<file path="config.mk">
export PLATFORM = sky130hd
export DESIGN_NAME = stw_top
export DESIGN_NICKNAME = d
export VERILOG_FILES = /design/src/hdl/stw_pkg.sv /design/src/hdl/stw_sync.sv /design/src/hdl/stw_top.sv
export VERILOG_INCLUDE_DIRS = /design/src /design/src/hdl
export SDC_FILE = /design/constraint.sdc
export NUM_CORES = 1
export LEC_CHECK = 0
export BUFFER_PORTS_ARGS = -buffer_cell sky130_fd_sc_hd__buf_2
export CAP_MARGIN = 20
export CORE_MARGIN = 2
export CORE_UTILIZATION = 55
export CTS_CLUSTER_SIZE = 40
export DETAILED_ROUTE_END_ITERATION = 7
export PLACE_DENSITY_LB_ADDON = 0.3
export SLEW_MARGIN = 20
export SYNTH_ARGS = -nofsm -noshare
export SYNTH_HDL_FRONTEND = slang
export SYNTH_SLANG_ARGS = --single-unit
</file>
<file path="constraint.sdc">
create_clock -name hclk -period 2.88 [get_ports hclk]
set_input_delay 0.576 -clock hclk [delete_from_list [all_inputs] [get_ports hclk]]
set_output_delay 0.576 -clock hclk [all_outputs]
set_load 0.01 [all_outputs]
</file>
<file path="src/hdl/stw_map.svh">
// Register offsets, field positions, reset values for the secondary timer
// Assumes inclusion by the top module only
`ifndef STW_MAP_SVH
`define STW_MAP_SVH

`define STW_OFF_TLOW 8'h00
`define STW_OFF_THIGH 8'h04
`define STW_OFF_TCTRL 8'h08
`define STW_OFF_OCTRL 8'h0c
`define STW_OFF_IRQ 8'h10

`define STW_TC_WIDE 7
`define STW_TC_ACTIVE 6
`define STW_TC_PS_HI 5
`define STW_TC_PS_LO 4
`define STW_TC_OSCEN 3
`define STW_TC_ON 0

`define STW_OC_IDLE 7
`define STW_OC_LPOSC 2
`define STW_OC_SEL_HI 1
`define STW_OC_SEL_LO 0

`define STW_IRQ_FLAG 0
`define STW_IRQ_EN 1

`define STW_SEL_SECONDARY 2'b01
`define STW_TCTRL_RST 8'h00
`define STW_OCTRL_RST 8'h00

`endif

</file>
<file path="src/hdl/stw_pkg.sv">
// Types for the secondary timer block
// Assumes the map header supplies all numeric constants
package stw_pkg;

  // ==========================================
  // Power-mode states
  typedef enum logic [1:0] {
    STW_PM_PRIMARY = 2'b00,
    STW_PM_SECONDARY_RUN_MODE = 2'b01,
    STW_PM_SECONDARY_IDLE_MODE = 2'b10
  } stw_pm_t;

  // ==========================================
  // Latched AHB address phase
  typedef struct packed {
    logic valid;
    logic write;
    logic [7:0] addr;
  } stw_aph_t;

  // ==========================================
  // State of the top module apart from the synchronisers and the edge detector
  typedef struct packed {
    logic [15:0] count;
    logic [7:0] hold;
    logic [7:0] prescale;
    logic [7:0] tctrl;
    logic [7:0] octrl;
    logic ovf_flag;
    logic ovf_en;
    stw_pm_t pm;
    stw_aph_t aph;
    logic [31:0] rdata;
  } stw_state_t;

endpackage

</file>
<file path="src/hdl/stw_sync.sv">
// Two-flop synchroniser for a level from outside the clock domain
// Assumes hclk domain and an asynchronous active-low reset
`timescale 1ns/1ps
`default_nettype none

module stw_sync (
  input wire logic hclk,
  input wire logic hresetn,
  input wire logic clk_en,
  input wire logic async_in,
  output logic sync_out
);

  logic [1:0] sync_q;

  // ==========================================
  // Second flop alone reads the first
  always_ff @(posedge hclk or negedge hresetn) begin
    if (!hresetn) begin
      sync_q <= 2'h0;
    end else if (clk_en) begin
      sync_q <= {sync_q[0], async_in};
    end
  end

  assign sync_out = sync_q[1];

endmodule

`default_nettype wire

</file>
<file path="src/hdl/stw_top.sv">
// Secondary timer with wide access, oscillator control and clock status
// Assumes an AHB-Lite master, one clock hclk, crystal pins handled by an analog cell
//
// The implementer's own choices: the register addresses and the AHB-Lite register port.
`timescale 1ns/1ps
`default_nettype none

`include "stw_map.svh"

// Summary of operation
// - Wide-access bit maps high-byte address onto a holding register.
// - Low-byte read in wide mode copies live high byte into holding register.
// - Low-byte write in wide mode loads high byte from holding register.
// - In wide mode the live high byte is never touched directly.
// - Low-byte write clears prescaler; high-byte write leaves it alone.
// - Crystal oscillator runs only while its enable bit is set.
// - Oscillator keeps running in every power-managed mode.
// - Clock select 01 enters secondary run mode on the timer oscillator.
// - Sleep with idle bit clear on timer oscillator enters secondary idle.
// - Secondary-clock-active bit follows whether the timer oscillator clocks the system.
// - After oscillator failure, status bit shows the source actually in use.
// - Low-power bit selects low-power oscillator mode; higher power by default.
// - Overflow interrupt request raised only while its enable bit is set.
module stw_top
  import stw_pkg::*;
#(
  parameter int PS_WIDTH = 8
) (
  input wire logic hclk,
  input wire logic hresetn,
  input wire logic clk_en,
  input wire logic hsel,
  input wire logic [31:0] haddr,
  input wire logic [1:0] htrans,
  input wire logic hwrite,
  input wire logic [2:0] hsize,
  input wire logic [31:0] hwdata,
  input wire logic hready,
  output logic hreadyout,
  output logic hresp,
  output logic [31:0] hrdata,
  input wire logic sleep_req,
  input wire logic osc_fail,
  input wire logic ext_tick,
  output logic osc_enable,
  output logic osc_low_power,
  output logic sys_clk_from_secondary,
  output logic cpu_halted,
  output logic overflow_irq
);

  stw_state_t s_q;
  stw_state_t s_d;
  logic osc_fail_s;
  logic tick_s;
  logic tick_d1_q;
  logic tick_rise;
  logic wide;
  logic dp_wr;
  logic dp_rd;
  logic [7:0] wbyte;
  logic [1:0] psel;
  logic [7:0] ps_limit;
  logic on_secondary;
  logic ovf_evt;

  // ==========================================
  // Synchronisers for pin-side inputs
  stw_sync u_sync_fail (
    .hclk(hclk),
    .hresetn(hresetn),
    .clk_en(clk_en),
    .async_in(osc_fail),
    .sync_out(osc_fail_s)
  );

  stw_sync u_sync_tick (
    .hclk(hclk),
    .hresetn(hresetn),
    .clk_en(clk_en),
    .async_in(ext_tick),
    .sync_out(tick_s)
  );

  // Edge detector behind the synchroniser
  always_ff @(posedge hclk or negedge hresetn) begin
    if (!hresetn) begin
      tick_d1_q <= 1'b0;
    end else if (clk_en) begin
      tick_d1_q <= tick_s;
    end
  end

  // ==========================================
  // Decode helpers
  assign tick_rise = tick_s & ~tick_d1_q;
  assign wide = s_q.tctrl[`STW_TC_WIDE];
  assign dp_wr = s_q.aph.valid & s_q.aph.write;
  assign dp_rd = s_q.aph.valid & ~s_q.aph.write;
  assign wbyte = hwdata[7:0];
  assign psel = s_q.tctrl[`STW_TC_PS_HI:`STW_TC_PS_LO];
  assign ps_limit = 8'(({7'h00, 1'b1} << psel) - 8'h01);
  // Rollover event this cycle, so a same-cycle clear cannot hide it
  assign ovf_evt = s_q.tctrl[`STW_TC_ON] & tick_rise & (s_q.prescale >= ps_limit)
    & (s_q.count == 16'hffff);
  // Oscillator supplies the clock only when running and not failed
  assign on_secondary = (s_q.pm != STW_PM_PRIMARY) & s_q.tctrl[`STW_TC_OSCEN]
    & ~osc_fail_s;

  // ==========================================
  // Next-state logic
  always_comb begin
    s_d = s_q;
    // Address phase capture
    if (hready) begin
      s_d.aph.valid = hsel & htrans[1];
      s_d.aph.write = hwrite;
      s_d.aph.addr = haddr[7:0];
    end
    // Counting with prescaler, gated by timer-on
    if (s_q.tctrl[`STW_TC_ON] && tick_rise) begin
      if (s_q.prescale >= ps_limit) begin
        s_d.prescale = 8'h00;
        s_d.count = s_q.count + 16'h0001;
        if (s_q.count == 16'hffff) begin
          s_d.ovf_flag = 1'b1;
        end
      end else begin
        s_d.prescale = s_q.prescale + 8'h01;
      end
    end
    // Register reads with side effects
    if (dp_rd && s_q.aph.addr == `STW_OFF_TLOW && wide) begin
      s_d.hold = s_q.count[15:8];
    end
    // Register writes
    if (dp_wr) begin
      case (s_q.aph.addr)
        `STW_OFF_TLOW: begin
          s_d.prescale = 8'h00;
          if (wide) begin
            s_d.count = {s_q.hold, wbyte};
          end else begin
            s_d.count[7:0] = wbyte;
          end
        end
        `STW_OFF_THIGH: begin
          if (wide) begin
            s_d.hold = wbyte;
          end else begin
            s_d.count[15:8] = wbyte;
          end
        end
        `STW_OFF_TCTRL: begin
          s_d.tctrl = wbyte;
          s_d.tctrl[`STW_TC_ACTIVE] = s_q.tctrl[`STW_TC_ACTIVE];
        end
        `STW_OFF_OCTRL: begin
          s_d.octrl = wbyte;
        end
        `STW_OFF_IRQ: begin
          s_d.ovf_en = hwdata[`STW_IRQ_EN];
          // Set wins over a clear in the same cycle
          if (!hwdata[`STW_IRQ_FLAG] && !ovf_evt) begin
            s_d.ovf_flag = 1'b0;
          end
        end
        default: begin
        end
      endcase
    end
    // Power-mode sequencing
    case (s_q.pm)
      STW_PM_PRIMARY: begin
        if (s_q.octrl[`STW_OC_SEL_HI:`STW_OC_SEL_LO] == `STW_SEL_SECONDARY) begin
          s_d.pm = STW_PM_SECONDARY_RUN_MODE;
        end
      end
      STW_PM_SECONDARY_RUN_MODE: begin
        if (s_q.octrl[`STW_OC_SEL_HI:`STW_OC_SEL_LO] != `STW_SEL_SECONDARY) begin
          s_d.pm = STW_PM_PRIMARY;
        end else if (sleep_req && !s_q.octrl[`STW_OC_IDLE]) begin
          s_d.pm = STW_PM_SECONDARY_IDLE_MODE;
        end
      end
      STW_PM_SECONDARY_IDLE_MODE: begin
        if (!sleep_req) begin
          s_d.pm = STW_PM_SECONDARY_RUN_MODE;
        end
      end
      default: begin
        s_d.pm = STW_PM_PRIMARY;
      end
    endcase
    // Status bit tracks the real clock source
    s_d.tctrl[`STW_TC_ACTIVE] = on_secondary;
    // Read data for the data phase
    s_d.rdata = 32'h0000_0000;
    if (hready && hsel && htrans[1] && !hwrite) begin
      case (haddr[7:0])
        `STW_OFF_TLOW: s_d.rdata = {24'h000000, s_d.count[7:0]};
        `STW_OFF_THIGH: begin
          if (s_d.tctrl[`STW_TC_WIDE]) begin
            s_d.rdata = {24'h000000, s_d.hold};
          end else begin
            s_d.rdata = {24'h000000, s_d.count[15:8]};
          end
        end
        `STW_OFF_TCTRL: s_d.rdata = {24'h000000, s_d.tctrl};
        `STW_OFF_OCTRL: s_d.rdata = {24'h000000, s_d.octrl};
        `STW_OFF_IRQ: s_d.rdata = {30'h00000000, s_d.ovf_en, s_d.ovf_flag};
        default: s_d.rdata = 32'h0000_0000;
      endcase
    end
  end

  // ==========================================
  // State register
  always_ff @(posedge hclk or negedge hresetn) begin
    if (!hresetn) begin
      s_q <= '{count: 16'h0000, hold: 8'h00, prescale: 8'h00,
        tctrl: `STW_TCTRL_RST, octrl: `STW_OCTRL_RST, ovf_flag: 1'b0,
        ovf_en: 1'b0, pm: STW_PM_PRIMARY, aph: '0, rdata: 32'h0000_0000};
    end else if (clk_en) begin
      s_q <= s_d;
    end
  end

  // ==========================================
  // Outputs
  assign hreadyout = 1'b1;  // Zero wait states
  assign hresp = 1'b0;  // Always OKAY
  assign hrdata = s_q.rdata;
  // Enable follows its bit alone, independent of power mode
  assign osc_enable = s_q.tctrl[`STW_TC_OSCEN];
  assign osc_low_power = s_q.octrl[`STW_OC_LPOSC];
  assign sys_clk_from_secondary = s_q.tctrl[`STW_TC_ACTIVE];
  assign cpu_halted = (s_q.pm == STW_PM_SECONDARY_IDLE_MODE);
  assign overflow_irq = s_q.ovf_flag & s_q.ovf_en;

endmodule

`default_nettype wire

</file>
* Word-level counts from Yosys, hierarchy flattened
Cells that the tools add are included.
** Storage, ports and cells
- Register bits after elaboration :: 99
- Bits in latches :: 0
- Bits in writable memories :: 0
- Bits in read-only memories :: 0
- Memories :: 0
** Operators by class
- Add/subtract/negate cells :: 3
- $mul :: 0
- Divide/modulo/power cells :: 0
- Magnitude comparators :: 1
- Eq/ne operators :: 16
- Shift-type cells :: 1
- Mux-type cells :: 28
- Bitwise gates (word level) :: 13
- Reduce and logical (&&, ||, !) cells :: 18
** Operators by type and width (count)
- $mux W8 :: 13
- $mux W50 :: 1
- $pmux W8 S5 :: 1
- $eq A8 B4 Y1 const B :: 4
- $mux W16 :: 2
- $add A16 B1 Y16 const B :: 1
- $eq A16 B16 Y1 const B :: 1
- $eq A8 B3 Y1 const B :: 2
- $eq A8 B5 Y1 const B :: 2
- $logic_not A8 Y1 :: 2
- $pmux W8 S2 :: 1
- $and A1 B1 Y1 :: 10
- $mux W2 :: 5
- $add A8 B1 Y8 const B :: 1
- $ge A8 B8 Y1 :: 1
- $logic_and A1 B1 Y1 :: 8
- $shl A1 B2 Y8 const A :: 1
- $sub A8 B1 Y8 const B :: 1
- $pmux W2 S3 :: 1
- $eq A2 B1 Y1 const B :: 2
- $logic_not A1 Y1 :: 4
- $mux W1 :: 4
- $ne A2 B2 Y1 const B :: 2
- $reduce_and A4 Y1 :: 1
- other kinds (7) :: 9

* Logic depth before layout (Yosys ltp)
Gate-level depths: netlist of the first run.
- Depth in word-level cells :: 13
- Gate-level depth with buffers :: 10
- Gate-level depth less buffers :: 9

* Modules after synthesis
A second synthesis of the first run with hierarchy kept.
** Second synthesis, totals
- Cell total of the unflattened synthesis :: 563
- Area total of the unflattened synthesis :: 5016.1 um2
** Modules (own cells, without submodules)
- stw_top :: instances 1, cells each 555, area an instance 4870.9 um2, seq. area each 1776.7 um2
- stw_sync :: instances 2, cells each 4, area an instance 72.6 um2, seq. area each 50.0 um2

* Worst setup path before layout of the first run
Ideal clock, no wire load.
- Kind :: reg-to-reg
- Start :: reg s_q, in the netlist psel[0]
- End :: reg s_q, in the netlist hrdata[6]
- Setup time :: 0.083 ns
- Data arrival time :: 2.550 ns
- Required time :: 2.797 ns
- Path slack :: 0.247 ns
- Cell stages (with the launch flop) :: 10
- Path buffers :: 0
- Period minus slack after synthesis :: 2.633 ns
- Path through :: dfrtp_1 > or2_2 > ha_1 > nor3b_1 > o211a_1 > or4_1 > or4_1 > o2111ai_1 > a211oi_1 > o21ai_0
** Between the ends
- Cells in the longest elaborated chain, start to end :: 11
** Ends and longest elaborated chain
- start: declaration :: line stw_top.sv:52 : stw_state_t s_q;
- start signal: assignment :: line stw_top.sv:221 : s_q <= '{count: 16'h0000, hold: 8'h00, prescale: 8'h00,
- $shl A1 B2 Y8 * :: line stw_top.sv:102 : assign ps_limit = 8'(({7'h00, 1'b1} << psel) - 8'h01);
- $sub A8 B1 Y8 * :: line stw_top.sv:102
- $ge A8 B8 Y1 * :: line stw_top.sv:122 : if (s_q.prescale >= ps_limit) begin
- $mux W16 * :: line stw_top.sv:122
- $mux W16 * :: line stw_top.sv:121 : if (s_q.tctrl[`STW_TC_ON] && tick_rise) begin
- $mux W8, on equally long branches :: line stw_top.sv:148, stw_top.sv:141
- $pmux W8 S2 :: line stw_top.sv:138 : case (s_q.aph.addr)
- $mux W50 * :: line stw_top.sv:137 : if (dp_wr) begin
- $mux W8 :: line stw_top.sv:203 : if (s_d.tctrl[`STW_TC_WIDE]) begin
- $pmux W8 S5 * :: line stw_top.sv:200 : case (haddr[7:0])
- $mux W8 * :: line stw_top.sv:199 : if (hready && hsel && htrans[1] && !hwrite) begin
Mark *: on every way between the ends. The rest lies on a longest branch, timed or not.
A chain may end at the register's enable or synchronous reset.

* Final worst setup path of the first run
Same ends and word-level chain as after synthesis.

==> results of run 1 <==
[sequential cells by signal (all words and copies together), names as in the netlist]
signal                  flops
u_sync_fail.sync_q          2
psel                        2
hrdata                      8
tick_d1_q                   1
s_q                        57
osc_enable                  1
sys_clk_from_secondary      1
u_sync_tick.sync_q          2
osc_low_power               1
[kinds of logic after synthesis]
group / after synthesis
compound gates: 164
xor+xnor: 14
fa+ha+maj: 7
buf+inv: 86
flops: 75
mux: 50
other cells: 2
simple gates: 210
[worst paths after layout]
path | depth (start not counted) | endpoint | start | slack [ps]
max in group asynchronous | 1 | s_q[51]$_DFFE_PN0P_ | hresetn | 1860
min reg2reg | 1 | s_q[69]$_DFFE_PN0P_ | s_q[69]$_DFFE_PN0P_ | 510
max | 9 | hrdata[6]$_DFFE_PN0P_ | psel[0]$_DFFE_PN0P_ | 110
min | 1 | s_q[73]$_DFFE_PN0P_ | hresetn | 380
min in group hclk | 2 | u_sync_tick.sync_q[0]$_DFFE_PN0P_ | ext_tick | 450
max reg2reg | 9 | hrdata[6]$_DFFE_PN0P_ | psel[0]$_DFFE_PN0P_ | 110
[placed cells by master, fill, tap and decap left out, drive strengths merged, types with 11 or more instances in the layout]
cell / n
mux2i: 13
nor4: 11
o22ai: 12
nand2: 56
nand3: 17
mux2: 37
nor3: 13
nand4: 18
buf: 73
nor2: 47
dfrtp: 75
inv: 13
conb: 28
a21oi: 48
o21ai: 41
[layout make-up]
type,instances,area share (%)
clock inverter,7,1.735
clock buffer,9,2.147
timing repair buffer,73,7.894
tap,129,2.798
inverter,14,0.9109
multi-input combinational,473,51.98
sequential,75,32.53
[power groups by stage]
stage	sequential [mW]	clock (mW)	combinational, mW
finish	1.32	0.943	0.681
CTS	1.31	0.952	0.661
global placement	1.33	0	0.634
global route	1.34	1.00	0.756
floorplan	1.29	0	0.491
detailed placement	1.33	0	0.657
[layer usage]
| layer | wire length, µm | part of all wire, % | vias up | track usage (%) |
|---|---|---|---|---|
| met5 | 0 | 0 | - | 0 |
| met4 | 541 | 3.6 | 0 | 12.16 |
| met3 | 1192 | 7.8 | 43 | 4.693 |
| met2 | 7108 | 47 | 231 | 48.23 |
| met1 | 6361 | 42 | 2370 | 42.88 |
| li1 | - | - | 2261 | - |
[worst max-delay path: stages (launching register included)]
cell and delay (ps):
dfrtp_1 380, or2_2 300, ha_1 280, nor3b_1 60, o211a_1 270, or4_4 580
or4_1 440, o2111ai_1 120, a211oi_1 90, o21ai_0 180
[what timing repair did]
action | 4_1_cts | 5_1_grt
resized for setup | 0 | 2
buffers inserted | 0 | 3
hold endpoints to repair | 0 | 0
endpoints found under the setup margin | 0 | 3
==> impl_metrics.py, run 1 <==
metrics = {
    "timing": {
        "setup_violations": 0,
        "fin_tns_setup_ps": 0,
        "final_max_slew_viol_count": 0,
        "hold_viol_final": 0,
        "worstMarginPinSlew_ps": 981.9,
        "min_period_ps": 2774,
        "setup_slack_ps": 105.9,
        "fin_hold_ws_ps": 378.2,
        "fin_crit_sh_pct": 96.32,
        "fmax_ghz": 0.3605,
        "finClkSkew_ps": 12.22,
        "slew_headroom_pct": 34.54,
    },
    "clock_tree": {
        "postCtsHoldBufs": 0,
        "cts-htree-levels": 3,
        "clk_path_buf_depth": 2,
        "clk_latency_ps": 350,
        "clock_sinks": 75,
        "root_buffer": "clkbuf_8",
        "tritoncts.num_buffers": 9,
        "path_clk_slew_ps": 90,
        "cts_tree": "built",
    },
    "logic_synthesis": {
        "synthArstFlopShare_pct": 100.0,
        "synth_area_um2": 5240,
        "syn_area_per_cell_um2": 8.618,
        "synth-compound-area-share_pct": 19.82,
        "synthTopCellsByCount": "75 x dfrtp_1, 56 x nand2_1, 47 x a21oi_1, 47 x nor2_1, 38 x o21ai_0",
        "ys_warn_count": 0,
        "synth_adder_area_share_pct": 1.671,
        "synth-seq-area-share_pct": 35.82,
        "synth.most_common_cell": "dfrtp_1",
        "yosys.area.top_type": "dfrtp_1",
        "synth_top_family_by_area": "simple AND/OR/NAND/NOR gates",
        "yosysTopAreaCellShare_pct": 35.82,
        "ys_top_cells_by_area": "dfrtp_1 36%, mux2_2 7.7%, buf_4 4.9%",
        "synth_edf_count": 0,
        "synthXorXnorAreaFrac_pct": 2.340,
        "yosys.area_share.simple_pct": 20.56,
        "synth-main-ff-cell": "dfrtp_1",
        "syn-instance-count": 608,
        "ys_seq_elements": 75,
        "synth_cell_type_count": 68,
        "synthMuxAreaShare_pct": 10.74,
    },
    "die": {
        "fp-row-count": 35,
        "initial_core_util_pct": 56.71,
        "fp.dieH_um": 101.6,
        "ioPinCount": 117,
        "core_area_um2": 9240,
        "die_area_um2": 10320,
        "die_width_um": 101.6,
    },
    "power": {
        "pwr_density_cell_nw_per_um2": 509.7,
        "swShare_pct": 33.42,
        "internal_power_mw": 1.958,
        "clock_power_share_pct": 32.1,
        "pwr-share-comb_pct": 23.2,
        "p_switching_mw": 0.9827,
        "leakagePower_nw": 2.528,
        "ir_worst_vdd_mv": 0.3216,
        "p_total_mw": 2.941,
        "seqPwrFrac_pct": 44.8,
    },
    "drt": {
        "wl_per_cell_um": 19.49,
        "drtIter0Drc": 384,
        "dr.pass1.iters": 7,
        "drcViolationCount": 0,
        "vias_per_cell": 6.288,
        "drt_wl_total_mm": 15.20,
        "antenna_left": 0,
        "vias": 4905,
    },
    "worst_setup_path": {
        "cp_max_fo": 3,
        "crit_path_start_kind": "flip-flop",
        "required_ps": 3150,
        "worstPathArrival_ps": 3040,
        "end_kind": "flip-flop",
        "path_class": "reg -> reg",
    },
    "outcome": {
        "outcome": "completed",
    },
    "placed_design": {
        "placed_cells_incl_taps": 761,
        "portBuffers": 38,
        "place_ws_ps": 141.5,
        "postPlaceCellArea_um2": 5518,
        "gp_congestion": 0.9813,
        "dp_hpwl_mm": 10.94,
    },
    "finish": {
        "syn_to_final_growth_pct": 10.10,
        "final_area_um2": 5769,
        "multi_input_area_um2": 2999,
        "drive_above_1_share_pct": 21.04,
        "fillCellCount": 825,
        "final_cells": 780,
        "antenna_cells": 0,
        "post-route-util_pct": 62.44,
        "final-seq-area_um2": 1877,
        "fin_nets": 731,
    },
    "grt": {
        "gr-total-overflow": 0,
        "track_usage_pct": 30.78,
        "antenna_found_initial": 0,
        "grt_pass1_vias": 4701,
        "grt_pass1_wl_mm": 24.48,
        "grt_max_degree": 76,
    },
    "hold_path": {
        "hold_path_class": "in -> async",
    },
    "flow_run": {
        "drv_cap": 0,
    },
}
Power figures use the tool's default switching activity.
==> run 2, diff against run 1 <==
--- a/config.mk
+++ b/config.mk
@@ -8,8 +8,10 @@
 export LEC_CHECK = 0
 export BUFFER_PORTS_ARGS = -buffer_cell sky130_fd_sc_hd__buf_2
 export CAP_MARGIN = 20
+export CELL_PAD_IN_SITES_DETAIL_PLACEMENT = 2
+export CELL_PAD_IN_SITES_GLOBAL_PLACEMENT = 2
 export CORE_MARGIN = 2
-export CORE_UTILIZATION = 55
+export CORE_UTILIZATION = 32
 export CTS_CLUSTER_SIZE = 40
 export DETAILED_ROUTE_END_ITERATION = 7
 export PLACE_DENSITY_LB_ADDON = 0.3
==> impl_metrics.py, run 2 (synthesis gave the netlist of run 1 again) <==
metrics = {
    "grt": {
        "grt_pass1_vias": 5333,
        "grt_max_degree": 76,
        "track_usage_pct": 23.48,
        "gr-total-overflow": 0,
        "antenna_found_initial": 0,
        "grt_pass1_wl_mm": 31.73,
    },
    "clock_tree": {
        "clk_latency_ps": 350,
        "clk_path_buf_depth": 2,
        "cts-htree-levels": 3,
        "tritoncts.num_buffers": 9,
        "cts_tree": "built",
        "root_buffer": "clkbuf_16",
        "path_clk_slew_ps": 60,
        "cts_setup_buffers": 0,
        "clock_sinks": 75,
    },
    "placed_design": {
        "gp_congestion": 0.9053,
        "dp_hpwl_mm": 14.75,
        "placed_cells_incl_taps": 856,
        "portBuffers": 38,
        "postPlaceCellArea_um2": 5699,
    },
    "die": {
        "die_area_um2": 17410,
        "die_width_um": 132.0,
        "fp-row-count": 46,
        "ioPinCount": 117,
        "initial_core_util_pct": 32.87,
        "core_area_um2": 15940,
        "fp.dieH_um": 132.0,
    },
    "drt": {
        "antenna_left": 0,
        "dr.pass1.iters": 4,
        "vias_per_cell": 5.664,
        "drcViolationCount": 0,
        "wl_per_cell_um": 22.91,
        "vias": 4939,
        "drt_wl_total_mm": 19.97,
        "drtIter0Drc": 225,
    },
    "finish": {
        "final_common_cell": "dfrtp_1",
        "drive_above_1_share_pct": 23.02,
        "fin_nets": 736,
        "antenna_cells": 0,
        "final_area_um2": 6040,
        "final_cell_mix": "75 x dfrtp_1, 56 x nand2_1, 47 x nor2_1, 46 x a21oi_1, 39 x buf_4",
        "post-route-util_pct": 37.88,
        "syn_to_final_growth_pct": 15.26,
        "largest_reg_flops": 57,
        "regMostFlops": "s_q",
        "final_cells": 872,
    },
    "worst_setup_path": {
        "crit_top_cell": "a21oi_1",
        "crit_path_start_kind": "flip-flop",
        "path_class": "reg -> reg",
        "rr_worst_depth": 10,
        "required_ps": 3100,
        "cp_max_fo": 6,
        "worstPathArrival_ps": 3020,
        "regToRegEndpoint": "hrdata[1]$_DFFE_PN0P_",
        "ff2ff_setup_slack_ps": 90,
        "crit_chain": "or2_2 -> ha_1 -> nor3b_2 -> o211a_1 -> buf_4 -> o41ai_1 -> o22ai_1 -> a21oi_1 -> a21oi_1 -> nand3b_1",
        "end_kind": "flip-flop",
        "critPathTopFamily": "compound AO/OA/AOI/OAI gates",
        "path_buf_inv": 1,
        "slowest_stage": "o41ai_1",
        "slowest_delay_ps": 470,
        "r2r_start": "psel[0]$_DFFE_PN0P_",
    },
    "timing": {
        "rsz0062_at_grt": "true",
        "min_period_ps": 2792,
        "hold_viol_final": 0,
        "fmax_ghz": 0.3582,
        "slew_headroom_pct": 50.10,
        "final_max_slew_viol_count": 0,
        "fin_crit_sh_pct": 96.95,
        "worstMarginPinSlew_ps": 748.4,
        "finClkSkew_ps": 9.800,
        "setup_violations": 0,
    },
    "hold_path": {
        "hold_path_class": "in -> async",
    },
    "power": {
        "p_total_mw": 3.163,
        "pwr_density_cell_nw_per_um2": 523.8,
        "leakagePower_nw": 2.589,
        "ir_worst_vdd_mv": 0.2940,
    },
    "flow_run": {
        "drv_cap": 0,
    },
    "outcome": {
        "outcome": "completed",
    },
}
-- run 2: changes by cell type in the layout (fill, tap and decap cells not counted), moves of 3 or more --
cell	before	now
buf_4	36	39
clkbuf_16	0	9
clkbuf_8	9	0
clkinv_4	3	0
clkinvlp_4	0	3
nor4_1	9	6
nor4_2	2	5
-- run 2: cell type report --
type	instances	area, µm²
clock buffer	10	229.0
sequential	75	1877
multi-input combinational	473	3060
timing repair buffer	78	509.2
clock inverter	6	41.29
tap	216	270.3
fill	1820	9903
inverter	14	52.55
-- run 2: per-layer routing --
layer / vias up / global-route usage [%] / wire (µm)
met3: 27 / 4.537 / 987
met4: 0 / 6.461 / 343
met5: - / 0 / 0
met2: 93 / 39.61 / 9824
met1: 2551 / 30.70 / 8820
li1: 2268 / - / -
-- run 2: worst max path at each step --
stage                                  to  cells past startpoint                 from
global placement    hrdata[7]$_DFFE_PN0P_                     11  psel[0]$_DFFE_PN0P_
CTS                 hrdata[6]$_DFFE_PN0P_                     10  psel[0]$_DFFE_PN0P_
detailed placement  hrdata[7]$_DFFE_PN0P_                     11  psel[0]$_DFFE_PN0P_
finish              hrdata[1]$_DFFE_PN0P_                     10  psel[0]$_DFFE_PN0P_
floorplan           hrdata[6]$_DFFE_PN0P_                      9  psel[0]$_DFFE_PN0P_
global route        hrdata[1]$_DFFE_PN0P_                     10  psel[0]$_DFFE_PN0P_
-- run 2: worst register-to-register path: stages, from the launching register on --
cell	delay (ps)
dfrtp_1	380
or2_2	300
ha_1	290
nor3b_2	60
o211a_1	280
buf_4	180
o41ai_1	470
o22ai_1	140
a21oi_1	240
a21oi_1	150
nand3b_1	170
-- run 2: repair_timing --
item                       CTS  global route
pin swaps                    1             2
setup endpoints to repair    2            13
resized for setup            2            11
hold buffers                 0             0
-- run 2: through the flow --
step	hold slack [ps]	setup TNS, ps	setup slack (ps)
3_3_place_gp	486.3	0	29.28
5_1_grt	325.2	-101.5	-44.26
4_1_cts	446.3	0	7.281
2_1_floorplan	280.4	0	247.1
6_report	275.6	0	87.90
3_5_place_dp	502.4	-1.935	-1.935
-- run 2: report_power, final --
group          total [mW]  internal [mW]  switching, mW
Clock                1.08          0.584          0.498
Combinational       0.763          0.304          0.459
Sequential           1.32           1.18          0.140
